--- src/ccl_cfg.svh ---
// Purpose: offsets, field positions, reset values and codes of the setup word block
// Assumes: included by bare name from the two design modules
// Notes: the setup word is 24 bits; the command byte is 8 bits
`ifndef CCL_CFG_SVH
`define CCL_CFG_SVH
// command byte fields
`define CCL_CMD_CB 7
`define CCL_CMD_SC 6
`define CCL_CMD_CC 5
`define CCL_CMD_RW 4
`define CCL_CMD_RSEL_HI 3
`define CCL_CMD_RSEL_LO 1
`define CCL_CMD_PS 0
`define CCL_CMD_PUSH_READ 8'h96
// register select codes, word counts and last bit counts
`define CCL_RSEL_OFFSET 3'h0
`define CCL_RSEL_GAIN 3'h1
`define CCL_RSEL_CONFIG 3'h2
`define CCL_RSEL_DATA 3'h3
`define CCL_RSEL_SETUP 3'h4
`define CCL_SETUP_WORDS 2'h3
`define CCL_ONE_WORD 2'h1
`define CCL_CMD_LAST 5'h07
`define CCL_WORD_LAST 5'h17
// setup word fields
`define CCL_CFG_CFS 18
`define CCL_CFG_RANGE_HI 11
`define CCL_CFG_RANGE_LO 9
`define CCL_CFG_PD 8
`define CCL_CFG_RS 7
`define CCL_CFG_RV 6
`define CCL_CFG_PF 5
`define CCL_CFG_PSS 4
`define CCL_CFG_DF 3
`define CCL_CFG_CC_HI 2
`define CCL_CFG_CC_LO 0
`define CCL_CFG_WR_MASK 24'hF5FFB7
// reset values
`define CCL_CFG_RST 24'h000000
`define CCL_OFFSET_RST 24'h000000
`define CCL_GAIN_RST 24'h800000
// calibration control codes
`define CCL_CAL_NONE 3'h0
`define CCL_CAL_SELF_BOTH 3'h3
`define CCL_CAL_GAIN_LOW 2'h2
// range codes and gain factors, 8.8 fixed point
`define CCL_RANGE_100MV 3'h0
`define CCL_RANGE_55MV 3'h1
`define CCL_RANGE_25MV 3'h2
`define CCL_RANGE_1V 3'h3
`define CCL_RANGE_5V 3'h4
`define CCL_RANGE_2V5 3'h5
`define CCL_GF_100MV 16'h0140
`define CCL_GF_55MV 16'h0246
`define CCL_GF_25MV 16'h0500
`define CCL_GF_1V 16'h0280
`define CCL_GF_5V 16'h0080
`define CCL_GF_2V5 16'h0100
`define CCL_PUMP_DIV_BITS 4
`endif

--- src/ccl_pkg.sv ---
// Purpose: shared types of the setup word block
// Assumes: nothing
// Notes: one-hot state codes
package ccl_pkg;
  typedef enum logic [2:0] {CAL_IDLE = 3'b001, CAL_OFFSET = 3'b010, CAL_GAIN = 3'b100} ccl_cal_state_t;
  typedef enum logic [2:0] {PORT_CMD = 3'b001, PORT_WRITE = 3'b010, PORT_READ = 3'b100} ccl_port_state_t;
endpackage

--- src/ccl_serial_port.sv ---
// Purpose: three-wire command port: command byte, 24-bit words in and out
// Assumes: sclk, sdi and chipSel_n are synchronous to ref_clk and slow against it
// Notes: input sampled on sclk rise, output shifted on sclk fall, msb first
`timescale 1ns/1ps
`default_nettype none
`include "ccl_cfg.svh"
module ccl_serial_port (
  // clock and reset
  input wire logic ref_clk,
  input wire logic sys_rst,
  // serial pins
  input wire logic chipSel_n,
  input wire logic sclk,
  input wire logic sdi,
  output logic sdoOut,
  output logic sdoOe,
  // result push
  input wire logic pushReq,
  output logic pushTaken,
  // decoded traffic
  output logic cmdStrobe,
  output logic [7:0] cmdByte,
  output logic wordStrobe,
  output logic [23:0] wordData,
  output logic [1:0] wordIdx,
  output logic [1:0] rdIdx,
  output logic rdReq,
  input wire logic [23:0] rdWord
);
  ccl_pkg::ccl_port_state_t state_reg;
  logic sclkPrev_reg, needLoad_reg, cmdStrobe_reg, wordStrobe_reg;
  logic [4:0] bitCnt_reg;
  logic [23:0] rxShift_reg, txShift_reg, wordData_reg;
  logic [7:0] cmdByte_reg;
  logic [1:0] wordsLeft_reg, wordIdx_reg, strobeIdx_reg;
  wire sclkRise = sclk & ~sclkPrev_reg;
  wire sclkFall = ~sclk & sclkPrev_reg;
  wire [23:0] shiftIn = {rxShift_reg[22:0], sdi};
  wire inCmd = (state_reg == ccl_pkg::PORT_CMD);
  wire inRead = (state_reg == ccl_pkg::PORT_READ);
  wire cmdDone = inCmd && sclkRise && (bitCnt_reg == `CCL_CMD_LAST);
  wire wordDone = !inCmd && sclkRise && (bitCnt_reg == `CCL_WORD_LAST);
  wire regAccess = shiftIn[`CCL_CMD_CB] && !shiftIn[`CCL_CMD_SC] && !shiftIn[`CCL_CMD_CC] &&
                   !shiftIn[`CCL_CMD_PS] && (shiftIn[`CCL_CMD_RSEL_HI:`CCL_CMD_RSEL_LO] <= `CCL_RSEL_SETUP);
  wire [1:0] wordsNeeded = (shiftIn[`CCL_CMD_RSEL_HI:`CCL_CMD_RSEL_LO] == `CCL_RSEL_SETUP) ?
                           `CCL_SETUP_WORDS : `CCL_ONE_WORD;
  assign pushTaken = inCmd && !chipSel_n && pushReq && (bitCnt_reg == 5'h00) && !sclkRise;
  assign rdReq = inRead && needLoad_reg;
  assign sdoOut = txShift_reg[23];
  assign sdoOe = !chipSel_n && inRead;
  assign cmdStrobe = cmdStrobe_reg;
  assign cmdByte = cmdByte_reg;
  assign wordStrobe = wordStrobe_reg;
  assign wordData = wordData_reg;
  assign wordIdx = strobeIdx_reg;
  assign rdIdx = wordIdx_reg;

  always_ff @(posedge ref_clk) begin
    if (sys_rst) begin
      state_reg <= ccl_pkg::PORT_CMD;
      sclkPrev_reg <= 1'b0;
      needLoad_reg <= 1'b0;
      cmdStrobe_reg <= 1'b0;
      wordStrobe_reg <= 1'b0;
      bitCnt_reg <= 5'h00;
      rxShift_reg <= 24'h000000;
      txShift_reg <= 24'h000000;
      wordData_reg <= 24'h000000;
      cmdByte_reg <= 8'h00;
      wordsLeft_reg <= 2'h0;
      wordIdx_reg <= 2'h0;
      strobeIdx_reg <= 2'h0;
    end else begin
      sclkPrev_reg <= sclk;
      cmdStrobe_reg <= cmdDone && !chipSel_n;
      wordStrobe_reg <= wordDone && !chipSel_n && !inRead;
      if (chipSel_n) begin
        state_reg <= ccl_pkg::PORT_CMD;
        bitCnt_reg <= 5'h00;
        needLoad_reg <= 1'b0;
      end else if (pushTaken) begin
        // continuous-read word: reuse the read path as a data register read
        state_reg <= ccl_pkg::PORT_READ;
        wordsLeft_reg <= `CCL_ONE_WORD;
        wordIdx_reg <= 2'h0;
        needLoad_reg <= 1'b1;
        cmdByte_reg <= `CCL_CMD_PUSH_READ;
      end else begin
        if (rdReq) begin
          txShift_reg <= rdWord;
          needLoad_reg <= 1'b0;
        end else if (sclkFall && inRead && (bitCnt_reg != 5'h00)) begin
          txShift_reg <= {txShift_reg[22:0], 1'b0};
        end
        if (sclkRise) begin
          rxShift_reg <= shiftIn;
          bitCnt_reg <= 5'(bitCnt_reg + 5'h01);
          if (cmdDone) begin
            bitCnt_reg <= 5'h00;
            cmdByte_reg <= shiftIn[7:0];
            wordIdx_reg <= 2'h0;
            wordsLeft_reg <= wordsNeeded;
            needLoad_reg <= regAccess && shiftIn[`CCL_CMD_RW];
            if (regAccess) begin
              state_reg <= shiftIn[`CCL_CMD_RW] ? ccl_pkg::PORT_READ : ccl_pkg::PORT_WRITE;
            end
          end else if (wordDone) begin
            bitCnt_reg <= 5'h00;
            wordData_reg <= shiftIn;
            strobeIdx_reg <= wordIdx_reg;
            wordIdx_reg <= 2'(wordIdx_reg + 2'h1);
            if (wordsLeft_reg == `CCL_ONE_WORD) begin
              state_reg <= ccl_pkg::PORT_CMD;
            end else begin
              wordsLeft_reg <= 2'(wordsLeft_reg - 2'h1);
              needLoad_reg <= inRead;
            end
          end
        end
      end
    end
  end
endmodule
`default_nettype wire

--- src/ccl_config_low.sv ---
// Purpose: lower setup word fields of a delta-sigma converter behind its serial port
// Assumes: convCycleDone pulses once per conversion cycle from the modulator
// Notes: upper setup bits other than CFS (drives chopFast) and bits 19 and 17 (masked to zero on write) are stored and read back only
`timescale 1ns/1ps
`default_nettype none
`include "ccl_cfg.svh"
module ccl_config_low (
  // clock and reset
  input wire logic ref_clk,
  input wire logic sys_rst,
  // serial command port
  input wire logic chipSel_n,
  input wire logic sclk,
  input wire logic sdi,
  output logic sdoOut,
  output logic sdoOe,
  // modulator side
  input wire logic convCycleDone,
  input wire logic [23:0] convData,
  // charge pump
  output logic pumpDriveOut,
  output logic pumpDriveOe,
  // analog front end
  output logic ampEngaged,
  output logic ampBypass,
  output logic rangeValid,
  output logic [15:0] gainFactor,
  output logic chopFast,
  // power, reset, port flag, conversion and calibration
  output logic oscRun,
  output logic powerSaveActive,
  output logic portFlagMode,
  output logic softResetActive,
  output logic convRunning,
  output logic calOffsetStep,
  output logic calGainStep,
  output logic calSystem
);
  logic cmdStrobe, wordStrobe, rdReq, pushTaken;
  logic [7:0] cmdByte;
  logic [23:0] wordData, rdWord, cfgWord;
  logic [1:0] wordIdx, rdIdx;
  logic [23:0] cfg_reg, cfg_next, offset_reg, gain_reg, data_reg;
  logic rvFlag_reg, dfFlag_reg, ps_reg, cont_reg, single_reg, convPend_reg;
  logic [17:0] rangeInfo_reg;
  logic [`CCL_PUMP_DIV_BITS-1:0] pumpCnt_reg;
  ccl_pkg::ccl_cal_state_t calState_reg, calState_next;

  function automatic logic [2:0] regSel(input logic [2:0] rsel, input logic [1:0] idx);
    return (rsel == `CCL_RSEL_SETUP) ? {1'b0, idx} : rsel;
  endfunction

  // valid, amplifier engaged, gain factor
  function automatic logic [17:0] rangeDecode(input logic [2:0] code);
    unique case (code)
      `CCL_RANGE_100MV: return {2'b11, `CCL_GF_100MV};
      `CCL_RANGE_55MV: return {2'b11, `CCL_GF_55MV};
      `CCL_RANGE_25MV: return {2'b11, `CCL_GF_25MV};
      `CCL_RANGE_1V: return {2'b10, `CCL_GF_1V};
      `CCL_RANGE_5V: return {2'b10, `CCL_GF_5V};
      `CCL_RANGE_2V5: return {2'b10, `CCL_GF_2V5};
      default: return 18'h00000;
    endcase
  endfunction

  ccl_serial_port u_port (
    .ref_clk(ref_clk),
    .sys_rst(sys_rst),
    .chipSel_n(chipSel_n),
    .sclk(sclk),
    .sdi(sdi),
    .sdoOut(sdoOut),
    .sdoOe(sdoOe),
    .pushReq(convPend_reg),
    .pushTaken(pushTaken),
    .cmdStrobe(cmdStrobe),
    .cmdByte(cmdByte),
    .wordStrobe(wordStrobe),
    .wordData(wordData),
    .wordIdx(wordIdx),
    .rdIdx(rdIdx),
    .rdReq(rdReq),
    .rdWord(rdWord)
  );

  wire [2:0] rsel = cmdByte[`CCL_CMD_RSEL_HI:`CCL_CMD_RSEL_LO];
  wire [2:0] wrSel = regSel(rsel, wordIdx);
  wire [2:0] rdSel = regSel(rsel, rdIdx);
  wire cfgWrite = wordStrobe && (wrSel == `CCL_RSEL_CONFIG);
  wire rsHeld = cfg_reg[`CCL_CFG_RS];
  wire rsEnter = cfgWrite && !rsHeld && wordData[`CCL_CFG_RS];
  wire rsFall = cfgWrite && rsHeld && !wordData[`CCL_CFG_RS];
  wire cmdExec = cmdStrobe && cmdByte[`CCL_CMD_CB];
  wire psCmd = cmdExec && cmdByte[`CCL_CMD_PS];
  wire [2:0] calCode = cfg_reg[`CCL_CFG_CC_HI:`CCL_CFG_CC_LO];
  wire [2:0] newCode = wordData[`CCL_CFG_CC_HI:`CCL_CFG_CC_LO];
  wire calCodeOk = (newCode[1:0] != 2'h0) && !(newCode[2] && (newCode[1:0] == 2'h3));
  wire calStart = cfgWrite && !rsHeld && !wordData[`CCL_CFG_RS] && calCodeOk;
  wire calIdle = (calState_reg == ccl_pkg::CAL_IDLE);
  wire calStepEnd = convCycleDone && !calIdle;
  wire calFinal = calStepEnd && ((calState_reg == ccl_pkg::CAL_GAIN) || (calCode != `CCL_CAL_SELF_BOTH));
  wire convEvt = convCycleDone && calIdle && (cont_reg || single_reg) && !ps_reg;
  wire dfSet = calFinal || convEvt;
  wire dfClr = rdReq && ((rdSel == `CCL_RSEL_OFFSET) || (rdSel == `CCL_RSEL_GAIN) || (rdSel == `CCL_RSEL_DATA));
  wire rvClr = rdReq && (rdSel == `CCL_RSEL_CONFIG);
  wire pushSet = convEvt && cfg_reg[`CCL_CFG_PF] && cont_reg;

  assign cfgWord = cfg_reg | (24'(rvFlag_reg) << `CCL_CFG_RV) | (24'(dfFlag_reg) << `CCL_CFG_DF);
  assign rdWord = (rdSel == `CCL_RSEL_OFFSET) ? offset_reg :
                  (rdSel == `CCL_RSEL_GAIN) ? gain_reg :
                  (rdSel == `CCL_RSEL_CONFIG) ? cfgWord :
                  (rdSel == `CCL_RSEL_DATA) ? data_reg : 24'h000000;

  always_comb begin
    cfg_next = cfg_reg;
    if (cfgWrite) begin
      if (rsHeld) begin
        cfg_next = rsFall ? `CCL_CFG_RST : cfg_reg;
      end else if (wordData[`CCL_CFG_RS]) begin
        cfg_next = `CCL_CFG_RST | (24'h000001 << `CCL_CFG_RS);
      end else begin
        cfg_next = wordData & `CCL_CFG_WR_MASK;
      end
    end else if (calFinal) begin
      cfg_next[`CCL_CFG_CC_HI:`CCL_CFG_CC_LO] = `CCL_CAL_NONE;
    end
  end

  always_comb begin
    calState_next = calState_reg;
    if (rsHeld || rsEnter) begin
      calState_next = ccl_pkg::CAL_IDLE;
    end else if (cfgWrite) begin
      if (!calStart) begin
        calState_next = ccl_pkg::CAL_IDLE;
      end else if (newCode[1:0] == `CCL_CAL_GAIN_LOW) begin
        calState_next = ccl_pkg::CAL_GAIN;
      end else begin
        calState_next = ccl_pkg::CAL_OFFSET;
      end
    end else if (calStepEnd) begin
      if ((calState_reg == ccl_pkg::CAL_OFFSET) && (calCode == `CCL_CAL_SELF_BOTH)) begin
        calState_next = ccl_pkg::CAL_GAIN;
      end else begin
        calState_next = ccl_pkg::CAL_IDLE;
      end
    end
  end

  always_ff @(posedge ref_clk) begin
    if (sys_rst) begin
      cfg_reg <= `CCL_CFG_RST;
      offset_reg <= `CCL_OFFSET_RST;
      gain_reg <= `CCL_GAIN_RST;
      data_reg <= 24'h000000;
      rvFlag_reg <= 1'b0;
      dfFlag_reg <= 1'b0;
      ps_reg <= 1'b0;
      cont_reg <= 1'b0;
      single_reg <= 1'b0;
      convPend_reg <= 1'b0;
      rangeInfo_reg <= rangeDecode(`CCL_RANGE_100MV);
      pumpCnt_reg <= '0;
      calState_reg <= ccl_pkg::CAL_IDLE;
    end else begin
      cfg_reg <= cfg_next;
      calState_reg <= calState_next;
      rangeInfo_reg <= rangeDecode(cfg_next[`CCL_CFG_RANGE_HI:`CCL_CFG_RANGE_LO]);
      pumpCnt_reg <= pumpCnt_reg + 1'b1;
      rvFlag_reg <= rsFall || (rvFlag_reg && !rvClr);
      dfFlag_reg <= !rsHeld && (dfSet || (dfFlag_reg && !dfClr));
      convPend_reg <= !rsHeld && (pushSet || (convPend_reg && !pushTaken));
      if (convEvt) begin
        data_reg <= convData;
      end
      if (rsEnter) begin
        offset_reg <= `CCL_OFFSET_RST;
        gain_reg <= `CCL_GAIN_RST;
      end else if (wordStrobe && !rsHeld && (wrSel == `CCL_RSEL_OFFSET)) begin
        offset_reg <= wordData;
      end else if (wordStrobe && !rsHeld && (wrSel == `CCL_RSEL_GAIN)) begin
        gain_reg <= wordData;
      end
      if (rsHeld || rsEnter) begin
        ps_reg <= 1'b0;
        cont_reg <= 1'b0;
        single_reg <= 1'b0;
      end else if (cmdExec) begin
        ps_reg <= psCmd;
        cont_reg <= !psCmd && cmdByte[`CCL_CMD_CC];
        single_reg <= !psCmd && cmdByte[`CCL_CMD_SC];
      end else if (convEvt) begin
        single_reg <= 1'b0;
      end
    end
  end

  assign pumpDriveOut = pumpCnt_reg[`CCL_PUMP_DIV_BITS-1];
  assign pumpDriveOe = !cfg_reg[`CCL_CFG_PD] && !ps_reg;
  assign rangeValid = rangeInfo_reg[17];
  assign ampEngaged = rangeInfo_reg[17] && rangeInfo_reg[16];
  assign ampBypass = rangeInfo_reg[17] && !rangeInfo_reg[16];
  assign gainFactor = rangeInfo_reg[15:0];
  assign chopFast = cfg_reg[`CCL_CFG_CFS];
  assign oscRun = !(ps_reg && cfg_reg[`CCL_CFG_PSS]);
  assign powerSaveActive = ps_reg;
  assign portFlagMode = cfg_reg[`CCL_CFG_PF];
  assign softResetActive = rsHeld;
  assign convRunning = cont_reg || single_reg;
  assign calOffsetStep = (calState_reg == ccl_pkg::CAL_OFFSET);
  assign calGainStep = (calState_reg == ccl_pkg::CAL_GAIN);
  assign calSystem = !calIdle && calCode[2];
endmodule
`default_nettype wire

--- config.mk ---
export PLATFORM = sky130hd
export DESIGN_NAME = ccl_config_low
export DESIGN_NICKNAME = d
export VERILOG_FILES = /design/src/ccl_pkg.sv /design/src/ccl_serial_port.sv /design/src/ccl_config_low.sv
export VERILOG_INCLUDE_DIRS = /design/src /design/src/src
export SDC_FILE = /design/constraint.sdc
export NUM_CORES = 1
export LEC_CHECK = 0
export CAP_MARGIN = 0
export CORE_MARGIN = 1
export CORE_UTILIZATION = 55
export CTS_BUF_LIST = sky130_fd_sc_hd__clkbuf_16
export DETAILED_ROUTE_END_ITERATION = 7
export DONT_BUFFER_PORTS = 1
export PLACE_DENSITY_LB_ADDON = 0.12
export SETUP_SLACK_MARGIN = 0.05
export SYNTH_ARGS = -nofsm -noshare
export SYNTH_HDL_FRONTEND = slang
export SYNTH_SLANG_ARGS = --single-unit
export TNS_END_PERCENT = 100
--- constraint.sdc ---
create_clock -name ref_clk -period 4.18 [get_ports ref_clk]
set_clock_uncertainty 0.05 [all_clocks]
set_input_delay 1.045 -clock ref_clk [delete_from_list [all_inputs] [get_ports ref_clk]]
set_output_delay 1.045 -clock ref_clk [all_outputs]
set_load 0.02 [all_outputs]
==> Word level (Yosys, flattened, before mapping) <==
Cells that the tools add are included.
{ "totals": {"register_bits": 224, "latchBits": 0, "ramBits": 0, "romBits": 0, "in_bits": 30, "out_inout_bits": 32, "elab_cells": 240, "n_memories": 0} }
{ "classes": {"addsub": 4, "n_mul": 0, "n_div": 0, "n_lt_le_gt_ge": 1, "n_eq_ne": 29, "shifts": 0, "mux": 50, "n_bitwise": 10, "n_reduce_logical": 116} }
{ "op_table": {"columns": ["cell", "count"], "rows": [
  ["24-bit 2-to-1 mux", 9],
  ["18-bit one-hot mux with 6 select lines", 1],
  ["1-bit logical AND", 56],
  ["3-bit 2-to-1 mux", 16],
  ["8-bit 2-to-1 mux", 3],
  ["24-bit by 4-bit bitwise OR with 24-bit output", 1],
  ["24-bit by 7-bit bitwise OR with 24-bit output", 1],
  ["3-bit by 2-bit == test with 1-bit output (second input constant)", 7],
  ["2-bit 2-to-1 mux", 10],
  ["1-bit logical NOT", 19],
  ["3-bit == test (second input constant)", 6],
  ["2-bit nonzero test", 9],
  ["3-bit by 1-bit == test with 1-bit output (second input constant)", 5],
  ["3-bit AND reduction", 4],
  ["4-bit AND reduction", 3],
  ["5-bit 2-to-1 mux", 2],
  ["3-bit logical NOT", 3],
  ["1-bit logical OR", 9],
  ["9-bit 2-to-1 mux", 1],
  ["3-bit by 2-bit != test with 1-bit output (second input constant)", 3],
  ["1-bit 2-to-1 mux", 8],
  ["2-bit AND reduction", 4],
  ["1-bit NOT", 6],
  ["3-bit nonzero test", 2],
  ["18 further kinds", 22]
]} }

==> Logic depth before layout (Yosys ltp) <==
{ "logic_depth": {"depth_word": 11, "ltp_mapped": 9, "depth_no_buf": 7} }

==> Hierarchy <==
Synthesis repeated with hierarchy kept, for this count alone.
{ "hier_totals": {"hier_cells": 1033, "hier_area_um2": 9132.5} }
{ "modules_own_cells": {"columns": ["module", "instances", "cells_per_inst", "area_each_um2", "seq_area_each_um2"], "rows": [
  ["ccl_config_low", 1, 557, 4874.7, 2262.2],
  ["ccl_serial_port", 1, 476, 4257.8, 1941.9]
]} }

==> Least setup slack after synthesis <==
No wires, ideal clock.
{ "synth_timing": {"path_type": "input -> output", "from": "input port chipSel_n", "to": "output port sdoOe", "t_arrival_ns": 1.680, "t_required_ns": 3.085, "setup_slack_ns": 1.405, "stages": 3, "n_path_buf": 1, "path_cell_list": "nand2b_1 > clkbuf_1 > inv_1"} }
{ "synth_between": {"elab_chain_len": 2} }
{ "synth_lines": {"columns": ["item", "line_no", "rtl"], "rows": [
  ["from (decl)", "ccl_config_low.sv:12", "input wire logic chipSel_n,"],
  ["1-bit logical NOT", "ccl_serial_port.sv:50", "assign sdoOe = !chipSel_n && inRead;"],
  ["1-bit logical AND", "ccl_serial_port.sv:50", null],
  ["to (decl)", "ccl_config_low.sv:16", "output logic sdoOe,"]
]} }
No other way between the ends.

==> Final worst setup path <==
{ "layout_timing": {"from": "register u_port.state_reg[2]", "to": "output port sdoOe"} }
{ "layout_between": {"elab_chain_len": 2} }
{ "layout_lines": {"columns": ["item", "line_no", "rtl"], "rows": [
  ["from (decl)", "ccl_serial_port.sv:30", "ccl_pkg::ccl_port_state_t state_reg;"],
  ["from (signal assigned)", "ccl_serial_port.sv:60", "state_reg <= ccl_pkg::PORT_CMD;"],
  ["from (signal assigned)", "ccl_serial_port.sv:78", "state_reg <= ccl_pkg::PORT_CMD;"],
  ["from (signal assigned)", "ccl_serial_port.sv:83", "state_reg <= ccl_pkg::PORT_READ;"],
  ["3-bit == test", "ccl_serial_port.sv:40", "wire inRead = (state_reg == ccl_pkg::PORT_READ);"],
  ["1-bit logical AND", "ccl_serial_port.sv:50", null]
]} }
No other way between the ends.

==> qor.txt <==
Arr. time, crit path -> 2180 ps
Filler instances -> 1457
Synth Register Bits -> 209
Clk Latency, worst-skew pair -> 500 ps
Worst-path maximum fanout -> 11
Synth area leaders -> dfxtp_1 (45%), nand2_1 (6.9%), a21oi_1 (6.0%)
# clock sinks -> 209
Slew HR -> 0.347
CP bufs+invs -> 1
DRT Wirelength -> 23800 um
Setup TNS Final -> 0 ps
VDD IR max -> 0.000274 V
Number of antenna violations at the first check in global routing -> 0
Initial core utilization -> 0.572
Final nets -> 1055
Iter 0 DRT Violations -> 574
Slew @ Worst Pin -> 980 ps
GRT Util Overall -> 0.270
Diode count -> 0
Max-slew violation count -> 0
WP data required -> 3080 ps
Synth area leader -> dfxtp_1
Post-Syn Area -> 0.00921 mm2
MaxCap Viol Count -> 0
P_leak -> 3.47 nW
Total number of vias -> 7496
Worst-path cell chain -> nor3b_2 -> nand2b_1 -> inv_1
Router iterations before antenna repair -> 7
P_int -> 3.25 mW
Unrepaired setup endpoints after global routing -> no
FMAX -> 0.306 GHz
Count leader, synth -> dfxtp_1
Finished Cell Area -> 0.00992 mm2
Synth Instances -> 1070
Die Width -> 131 um
Total CTS buffers -> 22
Netlist cell types -> 76
Pin count of the biggest net entering global routing -> 149
Clock Power Share -> 0.498
Register area -> 0.00418 mm2
Setup bufs post-CTS -> 0
Core Box Area -> 0.0161 mm2
Max Root-Sink Buffers -> 3
Power density cells -> 412 mW/mm2
Multi-input logic area -> 0.00449 mm2
Area growth from synthesis to layout -> 7.70%
Setup CP Type -> reg -> out
CTS tree -> built
Seq/Total Area, Yosys -> 0.454
Vias in the first global route -> 6798
Share of layout cells above drive strength 1 -> 0.0791
Detailed placement HPWL -> 15700 um
Switching component of the power -> 0.839 mW
Synth top area share -> 0.454
Final setup viols -> 0
Syn Area/Cell -> 8.61 um2
Leading cell types by count after synthesis -> dfxtp_1 (209), nand2_1 (170), nor2_1 (120)
Crit start category -> register
Crit path max-delay family -> simple AND/OR/NAND/NOR gates
Status -> completed
Htree depth -> 1
Critical Path End Type -> primary output
Slowest cell on crit path -> dfxtp_1
Wire per inst -> 19.0 um
Clock transition at path regs -> 60 ps
Root buf cell -> clkbuf_16
Via/cell ratio -> 5.98
DRC errors left -> 0
I/O pins -> 62
Minimum clock period -> 3270 ps
Switching Fraction -> 0.205
Post_cts resized -> 0
Final Cycle Share -> 0.783
Min-delay worst type -> reg -> reg
Top FF cell, synth -> dfxtp_1
First-pass GRT wire length -> 37400 um
Fraction of power consumed by sequential logic -> 0.489
# rows -> 46
GPL Wtd Cong -> 0.882
Die area -> 0.0173 mm2
Logic pwr share -> 0.013
DP Area -> 0.00917 mm2
CP peak stage delay -> 500 ps
PortBufs -> 0
Number of synthesized flops with an enable pin -> 0
Total congestion overflow -> 0
Yosys warns -> 0
Post-synth ARST share -> 0
Die height -> 131 um
Antenna viol nets, final -> 0
CTS Hold Buffers Added -> 0
Final Hold Viols -> 0
R2R Setup Slk -> 1350 ps
[cells by family (layout without fill, tap and decap cells)]
family | count (synthesis) | after routing | synth area share
AO/OA/AOI/OAI | 299 | 299 | 0.227
buffers and inverters | 122 | 81 | 0.0641
multiplexers | 51 | 51 | 0.0557
flip-flops | 209 | 209 | 0.454
AND/OR/NAND/NOR | 380 | 380 | 0.189
adder cells (fa/ha/maj) | 4 | 4 | 0.00543
XOR/XNOR | 4 | 4 | 0.00380
other | 1 | 9 | 0.000407
[worst register-to-register path, delay by kind of cell (launching register included)]
kind             cells  cell delay [ps]
AO/OA/AOI/OAI        3             1130
flip-flops           1              850
AND/OR/NAND/NOR      2              740
[stage by stage]
step	setup WS, ps	total power, mW	hold slack, ps	cells	utilization
global route	784	4.20	402	1253	0.616
CTS	923	4.11	386	1253	0.616
finish	908	4.09	382	1253	0.616
global placement	1320	2.10	365	1213	0.569
detailed placement	1310	2.10	374	1213	0.569
floorplan	1410	2.11	352	1078	-
[power groups by stage]
stage	logic, mW	clock network [mW]	registers [mW]
after global placement	0.0512	0	2.05
after CTS	0.0514	2.06	2.00
after global routing	0.0570	2.14	2.00
after floorplan	0.0676	0	2.04
final	0.0518	2.04	2.00
after detailed placement	0.0513	0	2.05
[final timing paths]
path | startpoint | end | cells after the start
worst min-delay path | pumpCnt_reg[0]$_SDFF_PP0_ | pumpCnt_reg[0]$_SDFF_PP0_ | 1
worst max register to register | u_port.cmdByte[2]$_SDFFE_PP0P_ | rangeInfo_reg[7]$_SDFF_PP0_ | 5
worst min register to register | pumpCnt_reg[0]$_SDFF_PP0_ | pumpCnt_reg[0]$_SDFF_PP0_ | 1
worst max-delay path | u_port.state_reg[2]$_SDFFE_PP0P_ | sdoOe | 3
[cell usage in the layout (no fill, tap or decap), types with 4 or more instances in the layout]
cell,n
clkbuf_16,23
buf_4,17
a221oi_1,9
bufinv_16,4
a221oi_2,7
a221o_1,19
a311oi_1,5
dfxtp_1,209
a211oi_1,27
nand3b_1,4
nand2b_1,10
clkinv_2,5
a31oi_1,9
o21ai_0,25
o21a_1,4
o221ai_1,5
nand3_1,13
or2_2,4
nor2b_1,11
a22oi_1,22
conb_1,9
mux2i_1,49
inv_1,27
nor3b_1,6
o22ai_1,5
a21oi_1,110
clkinv_1,4
nor2_1,120
o211ai_1,19
a21o_1,5
nand2_1,170
ha_1,4
nor3_1,9
[final cells by class]
type | instances | area share
tap | 216 | 0.0272
inverter | 24 | 0.00908
multi-input combinational | 747 | 0.453
clock inverter | 17 | 0.0180
timing repair buffer | 17 | 0.0129
sequential | 209 | 0.422
clock buffer | 23 | 0.0580
[layer usage]
metal / routed length (um) / vias up / global-route usage
met4: 525 / 0 / 0.0704
li1: - / 3663 / -
met5: 0 / - / 0
met1: 11300 / 3587 / 0.392
met3: 1360 / 44 / 0.0428
met2: 10600 / 202 / 0.415
(Power assumes the default switching activity.)
